File: src/hw/external_memory_interface_defs.svh
// Constants for the external memory pin control block
`ifndef EXTERNAL_MEMORY_INTERFACE_DEFS_SVH
`define EXTERNAL_MEMORY_INTERFACE_DEFS_SVH
`define EXTERNAL_MEMORY_INTERFACE_CFG_OFS 8'h00
`define EXTERNAL_MEMORY_INTERFACE_TIM_OFS 8'h04
`define EXTERNAL_MEMORY_INTERFACE_PAGE_OFS 8'h08
`define EXTERNAL_MEMORY_INTERFACE_LATCH_OFS 8'h0C
`define EXTERNAL_MEMORY_INTERFACE_MODE_OFS 8'h10
`define EXTERNAL_MEMORY_INTERFACE_STAT_OFS 8'h14
`define EXTERNAL_MEMORY_INTERFACE_CFG_MODE 1:0
`define EXTERNAL_MEMORY_INTERFACE_CFG_NONMUX 2
`define EXTERNAL_MEMORY_INTERFACE_CFG_PORTEN 3
`define EXTERNAL_MEMORY_INTERFACE_CFG_W 4
`define EXTERNAL_MEMORY_INTERFACE_CFG_RST 4'h0
`define EXTERNAL_MEMORY_INTERFACE_TIM_SETUP 3:0
`define EXTERNAL_MEMORY_INTERFACE_TIM_STRB 7:4
`define EXTERNAL_MEMORY_INTERFACE_TIM_HOLD 11:8
`define EXTERNAL_MEMORY_INTERFACE_TIM_W 12
`define EXTERNAL_MEMORY_INTERFACE_TIM_RST 12'h111
`define EXTERNAL_MEMORY_INTERFACE_LATCH_RST 32'hFFFF_FFFF
`define EXTERNAL_MEMORY_INTERFACE_PP_RST 32'h0000_0000
`define EXTERNAL_MEMORY_INTERFACE_PAGE_RST 8'h00
`define EXTERNAL_MEMORY_INTERFACE_MEM_ONCHIP 2'h0
`define EXTERNAL_MEMORY_INTERFACE_MEM_SPLIT_NOBANK 2'h1
`define EXTERNAL_MEMORY_INTERFACE_MEM_SPLIT_BANK 2'h2
`define EXTERNAL_MEMORY_INTERFACE_MEM_OFFCHIP 2'h3
`define EXTERNAL_MEMORY_INTERFACE_ONCHIP_TOP 16'h2000
`define EXTERNAL_MEMORY_INTERFACE_P1 7:0
`define EXTERNAL_MEMORY_INTERFACE_P2 15:8
`define EXTERNAL_MEMORY_INTERFACE_P3 23:16
`define EXTERNAL_MEMORY_INTERFACE_P4 31:24
`define EXTERNAL_MEMORY_INTERFACE_ALE_BIT 5
`define EXTERNAL_MEMORY_INTERFACE_RD_BIT 6
`define EXTERNAL_MEMORY_INTERFACE_WR_BIT 7
`define EXTERNAL_MEMORY_INTERFACE_NPINS 32
`endif

File: src/hw/external_memory_interface_pkg.sv
// Types shared by the external memory pin control block
`include "external_memory_interface_defs.svh"
package external_memory_interface_pkg;
  typedef enum logic [2:0] {S_IDLE, S_ALE, S_SETUP, S_STROBE, S_HOLD} state_t;
  typedef struct packed {
    logic [`EXTERNAL_MEMORY_INTERFACE_NPINS-1:0] val;
    logic [`EXTERNAL_MEMORY_INTERFACE_NPINS-1:0] en;
  } pin_bus_t;
  typedef struct packed {
    logic valid;
    logic write;
    logic [15:0] addr;
    logic [7:0] wdata;
  } mem_req_t;
  typedef struct packed {
    logic done;
    logic onchip;
    logic [7:0] rdata;
  } mem_resp_t;
  typedef struct packed {
    state_t st;
    logic [3:0] cnt;
    logic [`EXTERNAL_MEMORY_INTERFACE_CFG_W-1:0] cfg;
    logic [`EXTERNAL_MEMORY_INTERFACE_TIM_W-1:0] tim;
    logic [7:0] page;
    logic [`EXTERNAL_MEMORY_INTERFACE_NPINS-1:0] latch;
    logic [`EXTERNAL_MEMORY_INTERFACE_NPINS-1:0] pp;
    logic [15:0] addr;
    logic [7:0] wdata;
    logic wr;
    mem_resp_t resp;
    logic [31:0] prdata;
  } ctrl_state_t;
endpackage : external_memory_interface_pkg

File: src/hw/external_memory_interface_pin_mux.sv
// Per-pin owner selection and output drive for the interface ports
`timescale 1ns/1ps
`include "external_memory_interface_defs.svh"
module external_memory_interface_pin_mux
  import external_memory_interface_pkg::*;
(
  input wire logic claim,
  input wire logic [`EXTERNAL_MEMORY_INTERFACE_NPINS-1:0] own,
  input external_memory_interface_pkg::pin_bus_t emi,
  input external_memory_interface_pkg::pin_bus_t xbar,
  input wire logic [`EXTERNAL_MEMORY_INTERFACE_NPINS-1:0] xbar_sel,
  input wire logic [`EXTERNAL_MEMORY_INTERFACE_NPINS-1:0] latch,
  input wire logic [`EXTERNAL_MEMORY_INTERFACE_NPINS-1:0] push_pull,
  output external_memory_interface_pkg::pin_bus_t pins
);
  genvar i;
  generate
    for (i = 0; i < `EXTERNAL_MEMORY_INTERFACE_NPINS; i++)
    begin : g_pin
      logic v;
      logic e;
      always_comb
      begin
        if (claim && own[i])
        begin
          v = emi.val[i];
          e = emi.en[i];
        end
        else if (xbar_sel[i])
        begin
          v = xbar.val[i];
          e = xbar.en[i];
        end
        else
        begin
          v = latch[i];
          e = 1'b1;
        end
      end
      // Open-drain cells only pull low; the drive mode is never touched by the interface
      assign pins.val[i] = v;
      assign pins.en[i] = e && (push_pull[i] || !v);
    end
  endgenerate
endmodule : external_memory_interface_pin_mux

File: src/hw/ext_mem_pin_ctrl.sv
// External memory interface pin control with APB register access
//
// The implementer's own choices: the placing of the registers and register access over APB.
`timescale 1ns/1ps
`include "external_memory_interface_defs.svh"
module ext_mem_pin_ctrl
  import external_memory_interface_pkg::*;
(
  input wire logic CLOCK,
  input wire logic RESET,
  input wire logic PSEL,
  input wire logic PENABLE,
  input wire logic PWRITE,
  input wire logic [7:0] PADDR,
  input wire logic [31:0] PWDATA,
  output logic [31:0] PRDATA,
  output logic PREADY,
  output logic PSLVERR,
  input external_memory_interface_pkg::mem_req_t REQ,
  output logic REQ_READY,
  output external_memory_interface_pkg::mem_resp_t RESP,
  input external_memory_interface_pkg::pin_bus_t XBAR,
  input wire logic [`EXTERNAL_MEMORY_INTERFACE_NPINS-1:0] XBAR_SEL,
  input wire logic [`EXTERNAL_MEMORY_INTERFACE_NPINS-1:0] PIN_IN,
  output logic [`EXTERNAL_MEMORY_INTERFACE_NPINS-1:0] PIN_OUT,
  output logic [`EXTERNAL_MEMORY_INTERFACE_NPINS-1:0] PIN_OE
);
  import external_memory_interface_pkg::*;

  ctrl_state_t s_q;
  ctrl_state_t s_d;
  pin_bus_t emi;
  pin_bus_t pins;
  logic [`EXTERNAL_MEMORY_INTERFACE_NPINS-1:0] own;
  logic claim;
  logic nonmux;
  logic strobe;
  logic [7:0] addr_hi;
  logic apb_wr;
  logic [3:0] phase_len;

  function automatic logic reg_hit(input logic [7:0] a);
    reg_hit = (a == `EXTERNAL_MEMORY_INTERFACE_CFG_OFS) || (a == `EXTERNAL_MEMORY_INTERFACE_TIM_OFS) || (a == `EXTERNAL_MEMORY_INTERFACE_PAGE_OFS) ||
              (a == `EXTERNAL_MEMORY_INTERFACE_LATCH_OFS) || (a == `EXTERNAL_MEMORY_INTERFACE_MODE_OFS) || (a == `EXTERNAL_MEMORY_INTERFACE_STAT_OFS);
  endfunction : reg_hit

  function automatic logic is_offchip(input logic [`EXTERNAL_MEMORY_INTERFACE_CFG_W-1:0] cfg, input logic [15:0] a);
    logic split;
    split = (cfg[`EXTERNAL_MEMORY_INTERFACE_CFG_MODE] == `EXTERNAL_MEMORY_INTERFACE_MEM_SPLIT_NOBANK) || (cfg[`EXTERNAL_MEMORY_INTERFACE_CFG_MODE] == `EXTERNAL_MEMORY_INTERFACE_MEM_SPLIT_BANK);
    is_offchip = cfg[`EXTERNAL_MEMORY_INTERFACE_CFG_PORTEN] &&
                 ((cfg[`EXTERNAL_MEMORY_INTERFACE_CFG_MODE] == `EXTERNAL_MEMORY_INTERFACE_MEM_OFFCHIP) || (split && a >= `EXTERNAL_MEMORY_INTERFACE_ONCHIP_TOP));
  endfunction : is_offchip

  assign claim = (s_q.st != S_IDLE);
  assign nonmux = s_q.cfg[`EXTERNAL_MEMORY_INTERFACE_CFG_NONMUX];
  assign strobe = (s_q.st == S_STROBE);
  // Without bank select the upper address byte comes from the page register
  assign addr_hi = (s_q.cfg[`EXTERNAL_MEMORY_INTERFACE_CFG_MODE] == `EXTERNAL_MEMORY_INTERFACE_MEM_SPLIT_NOBANK) ? s_q.page : s_q.addr[15:8];
  assign apb_wr = PSEL && PENABLE && PWRITE && reg_hit(PADDR);

  always_comb
  begin
    own = '0;
    emi.val = '0;
    emi.en = '0;
    own[`EXTERNAL_MEMORY_INTERFACE_RD_BIT] = 1'b1;
    own[`EXTERNAL_MEMORY_INTERFACE_WR_BIT] = 1'b1;
    own[`EXTERNAL_MEMORY_INTERFACE_ALE_BIT] = !nonmux;
    own[`EXTERNAL_MEMORY_INTERFACE_P2] = 8'hFF;
    own[`EXTERNAL_MEMORY_INTERFACE_P3] = 8'hFF;
    own[`EXTERNAL_MEMORY_INTERFACE_P4] = nonmux ? 8'hFF : 8'h00;
    emi.val[`EXTERNAL_MEMORY_INTERFACE_RD_BIT] = !(strobe && !s_q.wr);
    emi.val[`EXTERNAL_MEMORY_INTERFACE_WR_BIT] = !(strobe && s_q.wr);
    emi.val[`EXTERNAL_MEMORY_INTERFACE_ALE_BIT] = (s_q.st == S_ALE);
    emi.en[`EXTERNAL_MEMORY_INTERFACE_P1] = 8'hFF;
    emi.val[`EXTERNAL_MEMORY_INTERFACE_P2] = addr_hi;
    emi.en[`EXTERNAL_MEMORY_INTERFACE_P2] = 8'hFF;
    if (nonmux)
    begin
      emi.val[`EXTERNAL_MEMORY_INTERFACE_P3] = s_q.addr[7:0];
      emi.en[`EXTERNAL_MEMORY_INTERFACE_P3] = 8'hFF;
      emi.val[`EXTERNAL_MEMORY_INTERFACE_P4] = s_q.wdata;
      emi.en[`EXTERNAL_MEMORY_INTERFACE_P4] = s_q.wr ? 8'hFF : 8'h00;
    end
    else
    begin
      emi.val[`EXTERNAL_MEMORY_INTERFACE_P3] = (s_q.st == S_ALE) ? s_q.addr[7:0] : s_q.wdata;
      emi.en[`EXTERNAL_MEMORY_INTERFACE_P3] = ((s_q.st == S_ALE) || s_q.wr) ? 8'hFF : 8'h00;
    end
  end

  always_comb
  begin
    case (s_q.st)
      S_SETUP: phase_len = s_q.tim[`EXTERNAL_MEMORY_INTERFACE_TIM_SETUP];
      S_STROBE: phase_len = s_q.tim[`EXTERNAL_MEMORY_INTERFACE_TIM_STRB];
      S_HOLD: phase_len = s_q.tim[`EXTERNAL_MEMORY_INTERFACE_TIM_HOLD];
      default: phase_len = 4'h1;
    endcase
  end

  always_comb
  begin
    s_d = s_q;
    s_d.resp.done = 1'b0;
    s_d.resp.onchip = 1'b0;
    if (PSEL && !PENABLE)
    begin
      case (PADDR)
        `EXTERNAL_MEMORY_INTERFACE_CFG_OFS: s_d.prdata = {28'h000_0000, s_q.cfg};
        `EXTERNAL_MEMORY_INTERFACE_TIM_OFS: s_d.prdata = {20'h0_0000, s_q.tim};
        `EXTERNAL_MEMORY_INTERFACE_PAGE_OFS: s_d.prdata = {24'h00_0000, s_q.page};
        `EXTERNAL_MEMORY_INTERFACE_LATCH_OFS: s_d.prdata = s_q.latch;
        `EXTERNAL_MEMORY_INTERFACE_MODE_OFS: s_d.prdata = s_q.pp;
        `EXTERNAL_MEMORY_INTERFACE_STAT_OFS: s_d.prdata = {23'h00_0000, s_q.resp.rdata, claim};
        default: s_d.prdata = 32'h0000_0000;
      endcase
    end
    if (apb_wr)
    begin
      case (PADDR)
        `EXTERNAL_MEMORY_INTERFACE_CFG_OFS: s_d.cfg = PWDATA[`EXTERNAL_MEMORY_INTERFACE_CFG_W-1:0];
        `EXTERNAL_MEMORY_INTERFACE_TIM_OFS: s_d.tim = PWDATA[`EXTERNAL_MEMORY_INTERFACE_TIM_W-1:0];
        `EXTERNAL_MEMORY_INTERFACE_PAGE_OFS: s_d.page = PWDATA[7:0];
        `EXTERNAL_MEMORY_INTERFACE_LATCH_OFS: s_d.latch = PWDATA;
        `EXTERNAL_MEMORY_INTERFACE_MODE_OFS: s_d.pp = PWDATA;
        default: s_d.cnt = s_q.cnt;
      endcase
    end
    // A phase field of zero still lasts one cycle
    s_d.cnt = s_q.cnt + 4'h1;
    case (s_q.st)
      S_IDLE:
      begin
        s_d.cnt = 4'h0;
        if (REQ.valid)
        begin
          s_d.addr = REQ.addr;
          s_d.wdata = REQ.wdata;
          s_d.wr = REQ.write;
          if (is_offchip(s_q.cfg, REQ.addr))
            s_d.st = nonmux ? S_SETUP : S_ALE;
          else
          begin
            s_d.resp.done = 1'b1;
            s_d.resp.onchip = 1'b1;
          end
        end
      end
      S_ALE:
      begin
        s_d.cnt = 4'h0;
        s_d.st = S_SETUP;
      end
      S_SETUP, S_STROBE, S_HOLD:
      begin
        if (s_q.cnt + 4'h1 >= phase_len)
        begin
          s_d.cnt = 4'h0;
          if (s_q.st == S_SETUP)
            s_d.st = S_STROBE;
          else if (s_q.st == S_STROBE)
          begin
            s_d.st = S_HOLD;
            if (!s_q.wr)
              s_d.resp.rdata = nonmux ? PIN_IN[`EXTERNAL_MEMORY_INTERFACE_P4] : PIN_IN[`EXTERNAL_MEMORY_INTERFACE_P3];
          end
          else
          begin
            s_d.st = S_IDLE;
            s_d.resp.done = 1'b1;
          end
        end
      end
      default: s_d.st = S_IDLE;
    endcase
  end

  always_ff @(posedge CLOCK or posedge RESET)
  begin
    if (RESET)
    begin
      s_q <= '0;
      s_q.st <= S_IDLE;
      s_q.cfg <= `EXTERNAL_MEMORY_INTERFACE_CFG_RST;
      s_q.tim <= `EXTERNAL_MEMORY_INTERFACE_TIM_RST;
      s_q.page <= `EXTERNAL_MEMORY_INTERFACE_PAGE_RST;
      s_q.latch <= `EXTERNAL_MEMORY_INTERFACE_LATCH_RST;
      s_q.pp <= `EXTERNAL_MEMORY_INTERFACE_PP_RST;
    end
    else
      s_q <= s_d;
  end

  external_memory_interface_pin_mux u_pins (
    .claim(claim),
    .own(own),
    .emi(emi),
    .xbar(XBAR),
    .xbar_sel(XBAR_SEL),
    .latch(s_q.latch),
    .push_pull(s_q.pp),
    .pins(pins)
  );

  assign PIN_OUT = pins.val;
  assign PIN_OE = pins.en;
  assign PRDATA = s_q.prdata;
  assign PREADY = PSEL && PENABLE;
  assign PSLVERR = PSEL && PENABLE && !reg_hit(PADDR);
  assign REQ_READY = (s_q.st == S_IDLE);
  assign RESP = s_q.resp;
endmodule : ext_mem_pin_ctrl

File: config.mk
export PLATFORM = sky130hd
export DESIGN_NAME = ext_mem_pin_ctrl
export DESIGN_NICKNAME = d
export VERILOG_FILES = /design/src/hw/external_memory_interface_pkg.sv /design/src/hw/external_memory_interface_pin_mux.sv /design/src/hw/ext_mem_pin_ctrl.sv
export VERILOG_INCLUDE_DIRS = /design/src /design/src/hw
export SDC_FILE = /design/constraint.sdc
export NUM_CORES = 1
export LEC_CHECK = 0
export BUFFER_PORTS_ARGS = -buffer_cell sky130_fd_sc_hd__buf_2
export CAP_MARGIN = 30
export CELL_PAD_IN_SITES_DETAIL_PLACEMENT = 1
export CELL_PAD_IN_SITES_GLOBAL_PLACEMENT = 1
export CORE_ASPECT_RATIO = 0.9
export CORE_MARGIN = 2
export CORE_UTILIZATION = 42
export DETAILED_ROUTE_END_ITERATION = 8
export HOLD_SLACK_MARGIN = 0.08
export PLACE_DENSITY = 0.85
export RECOVER_POWER = 25
export SYNTH_ARGS = -nofsm -noshare
export SYNTH_HDL_FRONTEND = slang
export SYNTH_HIERARCHICAL = 1
export SYNTH_SLANG_ARGS = --single-unit
File: constraint.sdc
create_clock -name CLOCK -period 16.1 [get_ports CLOCK]
set_input_delay 3.22 -clock CLOCK [delete_from_list [all_inputs] [get_ports CLOCK]]
set_output_delay 3.22 -clock CLOCK [all_outputs]
set_load 0.1 [all_outputs]
Word level (Yosys, flattened, before mapping):

Cells that the tools add are included.

* order comparisons: 2
* reductions and logical operators: 141
* eq/ne operators: 15
* multiplexer cells: 145
* bitwise logic cells: 2
* add/subtract/negate cells: 1

Operators by type and width (number)
* case mux 32 bit (6 select lines): 1
* 2-to-1 mux 1 bit: 122
* 2-to-1 mux 8 bit: 10
* logical AND 1 bit: 50
* logical OR 1 bit: 40
* logical NOT 1 bit: 38
* == test 8 x 4 -> 1 bit, second input constant: 2
* == test 8 x 5 -> 1 bit, second input constant: 2
* >= comparator 16 x 14 -> 1 bit, second input constant: 1
* 2-to-1 mux 3 bit: 4
* case mux 4 bit (3 select lines): 1
* AND reduction 2 bit: 6
* case mux 3 bit (3 select lines): 1
* == test 8 x 3 -> 1 bit, second input constant: 1
* logical NOT 8 bit: 1
* case mux 4 bit (2 select lines): 1
* 2-to-1 mux 7 bit: 1
* == test 3 x 2 -> 1 bit, second input constant: 2
* 2-to-1 mux 2 bit: 3
* AND reduction 5 bit: 1
* adder 4 x 1 -> 4 bit, second input constant: 1
* == test 2 bit, second input constant: 2
* >= comparator 4 bit: 1
* inequality test 2 bit, second input constant: 2
* 11 further kinds: 12

* word-level logic and storage cells: 320
* output and inout port bits: 109
* input bits: 199
* flip-flop bits (word level): 162

Depth between registers and ports, before layout:

* depth in word-level cells: 8
* depth in mapped cells: 11
* mapped depth without buffers: 9

Hierarchy:

The synthesis kept the hierarchy.

Modules (own cells, without submodules)
* ext_mem_pin_ctrl: area an instance 7721.2 µm², sequential area each 4097.7 µm², cells each 629, instances 1
* external_memory_interface_pin_mux: area an instance 2110.8 µm², sequential area each 0.0 µm², cells each 323, instances 1

Least setup slack after synthesis:

No wires, ideal clock.

* kind: input to output
* start: in PENABLE
* end: out PSLVERR
* cell stages on the path: 2
* path buffers: 0
* setup slack: 6.595 ns
* arrival time: 6.285 ns
* path through: and2_1 -> nor3b_1

* longest elaborated chain between the ends: 2

RTL lines
* start, declared: line ext_mem_pin_ctrl.sv:12 `input wire logic PENABLE,`
* logical AND 1 bit (2 in series): line ext_mem_pin_ctrl.sv:210 `assign PSLVERR = PSEL && PENABLE && !reg_hit(PADDR);`
* end, declared: line ext_mem_pin_ctrl.sv:18 `output logic PSLVERR,`

No other way between the ends.

Final worst setup path:

* start: in PADDR[4]
* end: out PSLVERR

* longest elaborated chain between the ends: 8

RTL lines
* start, declared: line ext_mem_pin_ctrl.sv:14 `input wire logic [7:0] PADDR,`
* == test 8 x 3 -> 1 bit or logical NOT 8 bit (tied branches)
* logical OR 1 bit (4 in series): line ext_mem_pin_ctrl.sv:43 `` reg_hit = (a == `EXTERNAL_MEMORY_INTERFACE_CFG_OFS) || (a == `EXTERNAL_MEMORY_INTERFACE_TIM_OFS) || (a == `EXT ... ``
* logical OR 1 bit (*): line ext_mem_pin_ctrl.sv:43
* logical NOT 1 bit (*): line ext_mem_pin_ctrl.sv:210
* logical AND 1 bit (*): line ext_mem_pin_ctrl.sv:210

Mark *: on every way between the ends. The rest lies on a longest branch, timed or not.

==> summary.md <==
| Metric | Value |
|---|---|
| Worst setup SP type | `input port` |
| Final hold vios | `0` |
| Initial DRT Pass Iterations | `5` |
| Final period util | `49.1%` |
| Slowest stage delay, CP | `0.59 ns` |
| Clk_skew | `0.00799 ns` |
| Placed Cells | `1484` |
| Core Region | `23100 sq um` |
| Grt ovf | `0` |
| CP top delay family | `simple AND/OR/NAND/NOR gates` |
| Clock Latency Late Sink | `0.43 ns` |
| CP Capture Type | `primary output` |
| Design Power | `0.00197 W` |
| Slew headroom | `-167%` |
| CTS tree | `built` |
| CTS Buffer Depth | `2` |
| Critical path type | `in -> out` |
| CP required | `12.88 ns` |
| Synth top area share | `32.3%` |
| Layout cell share with drive strength beyond 1 | `44.2%` |
| Cell accounting for the most synthesized area | `dfrtp_1` |
| Max frequency | `126 MHz` |
| Num CTS Buffers | `17` |
| CTS clk-pin slew, worst paths | `0.06 ns` |
| Sequential area share after synthesis | `41.7%` |
| Commonest cells post-synth | `127 x dfrtp_1, 97 x nand2_1, 94 x mux2_2, 78 x buf_4, 57 x nor2_1` |
| Most frequent cell after synthesis | `dfrtp_1` |
| Hold slack | `0.484 ns` |
| Fin crit period | `7.91 ns` |
| Max Slew Vio Count | `133` |
| Area Overhead vs Synth | `20.0%` |
| Clock sink count | `162` |
| Net count, final | `1408` |
| Vias in the first global route | `8618` |
| Number of DRC markers in iteration 0 | `272` |
| # rows | `53` |
| Bufs and invs on worst path | `2` |
| Total track usage | `25.0%` |
| Setup TNS | `0 ns` |
| Synth area leaders | `dfrtp_1 32%, mux2_2 11%, dfstp_2 9.4%` |
| Async SR Flop Fraction | `100%` |
| Final GP Congestion | `0.826` |
| Post-synthesis cell count | `952` |
| CP most frequent cell | `buf_2` |
| Reg area | `4100 sq um` |
| Dominant synthesized flop cell | `dfrtp_1` |
| Largest net degree at the start of global routing | `89` |
| Hold_buf cts | `0` |
| HPWL Detailed | `23.3 mm` |
| Starting Density | `42.5%` |
| PD cells | `167 nW/um^2` |
| Status | `finished with violations` |
| Fillers | `2682` |
| Post-route DRC | `0` |
| First-pass GRT wire length | `46.9 mm` |
| Fin util | `51.0%` |
| Die ar. | `24700 sq um` |
| Initial antenna violation count | `4` |
| Avg WL per Cell | `20.3 um` |
| Failing checks | `max-capacitance violations, max-slew violations` |
| YS warnings | `6` |
| Worst Tran Pin Value | `3.98 ns` |
| IO Pins | `308` |
| Post-CTS resize count | `0` |
| Critical path, cell by cell | `buf_2 > or4_4 > nor2_2 > nor3b_1 > buf_2` |
| Post-CTS setup buffer count | `0` |
| Total of max-cap violations | `4` |
| Via density | `5.35` |
| Worst min-delay path category | `reg -> reg` |
| Worst-path maximum fanout | `18` |
| Arr. time, crit path | `4.69 ns` |
| Cell Area, Synth | `9830 sq um` |
| Post-synth EDFFs | `0` |
| Slowest cell on the critical path | `or4_4` |
| Port buffer count | `291` |
| Routed wire length | `30.8 mm` |
| Setup-failing EPs final | `0` |
| Avg Cell Area, Syn | `10.3 sq um` |
| Die Ht | `149 um` |
| Leakage | `5.84 nW` |
| Maximum vdd drop | `113 uV` |
| H-tree depth | `4` |
| RSZ-0062 raised after global routing | `no` |
| FF+latch count, synth | `162` |
| Post-Layout Cell Count | `1520` |
| Die X | `165 um` |
| Cell variety after synth | `56` |
| Multi-input gate area | `4990 sq um` |
| Root buffer cell | `clkbuf_16` |
| DRT antenna net count | `0` |
| DR vias | `8134` |
## layout make-up
class                      count  area share [%]
sequential                   162            34.7
clock buffer                  22            4.19
tap                          302            3.20
inverter                      37            1.19
timing repair buffer         302            13.4
clock inverter                10           0.849
multi-input combinational    682            42.3
antenna                        3          0.0636
## worst paths after layout
| kind | startpoint | to | slack (ns) | cells past startpoint |
|---|---|---|---|---|
| max reg2reg | s_q[159] | RESP[7] | 11.60 | 8 |
| max in group asynchronous | RESET | s_q[139] | 10.26 | 4 |
| min in group asynchronous | RESET | s_q[50] | 3.97 | 2 |
| min | PRDATA[8] | PRDATA[8] | 0.48 | 2 |
| min reg2reg | PRDATA[8] | PRDATA[8] | 0.48 | 2 |
| max | PADDR[4] | PSLVERR | 8.19 | 5 |
## report_power, final
part           internal, W  switching [W]
Combinational     0.000233       0.000816
Sequential        0.000463      0.0000526
Clock             0.000235       0.000171
Total             0.000931        0.00104
## metrics by stage
step	setup WS, ns	instance area (sq um)
6_report	8.19	11800
5_1_grt	8.14	11800
4_1_cts	8.19	11800
3_5_place_dp	8.21	11200
3_3_place_gp	8.23	11100
2_1_floorplan	6.60	9990
## cells by family after synthesis
| kind of cell | count (synthesis) | synth area share (%) |
|---|---|---|
| AO/OA/AOI/OAI | 137 | 10.0 |
| XOR/XNOR | 3 | 0.267 |
| adder cells (fa/ha/maj) | 7 | 0.891 |
| buffers and inverters | 150 | 9.10 |
| flip-flops | 162 | 41.7 |
| multiplexers | 183 | 20.3 |
| other | 2 | 0.0764 |
| AND/OR/NAND/NOR | 308 | 17.6 |
## registers in the layout, indices dropped and copies added, names as in the netlist
signal and count:
PRDATA 32, RESP 10, nonmux 1, s_q 119
## worst reg2reg max path, cell delays in order, from the launching register on
cell	delay (ns)
dfrtp_1	0.58
nor3b_1	0.78
a21oi_1	0.25
ha_1	0.32
nand2b_1	0.14
a2111oi_0	1.23
nor3_1	0.66
nor2_1	0.29
a21oi_1	0.06
## placed cells by master, fill, tap and decap left out, drive strengths merged, types with 8 or more instances in the layout
cell,synthesis,routed
a21oi,14,14
nand3,8,8
nor2,58,58
mux2i,48,48
inv,37,37
and2,45,45
a22oi,25,25
or2,33,33
conb,2,44
clkbuf,17,25
and3b,32,32
a311oi,33,33
dfrtp,127,127
mux2,135,135
a22o,13,13
buf,96,299
o21ai,35,35
nand2,98,98
dfstp,35,35
## per-layer routing
metal,routed length (um),up-vias,global-route usage (%)
met5,0,-,0
met4,711,0,8.48
met1,13000,4042,31.1
met3,1970,55,5.42
li1,-,3744,-
met2,15100,293,43.1
Power figures use the tool's default switching activity.
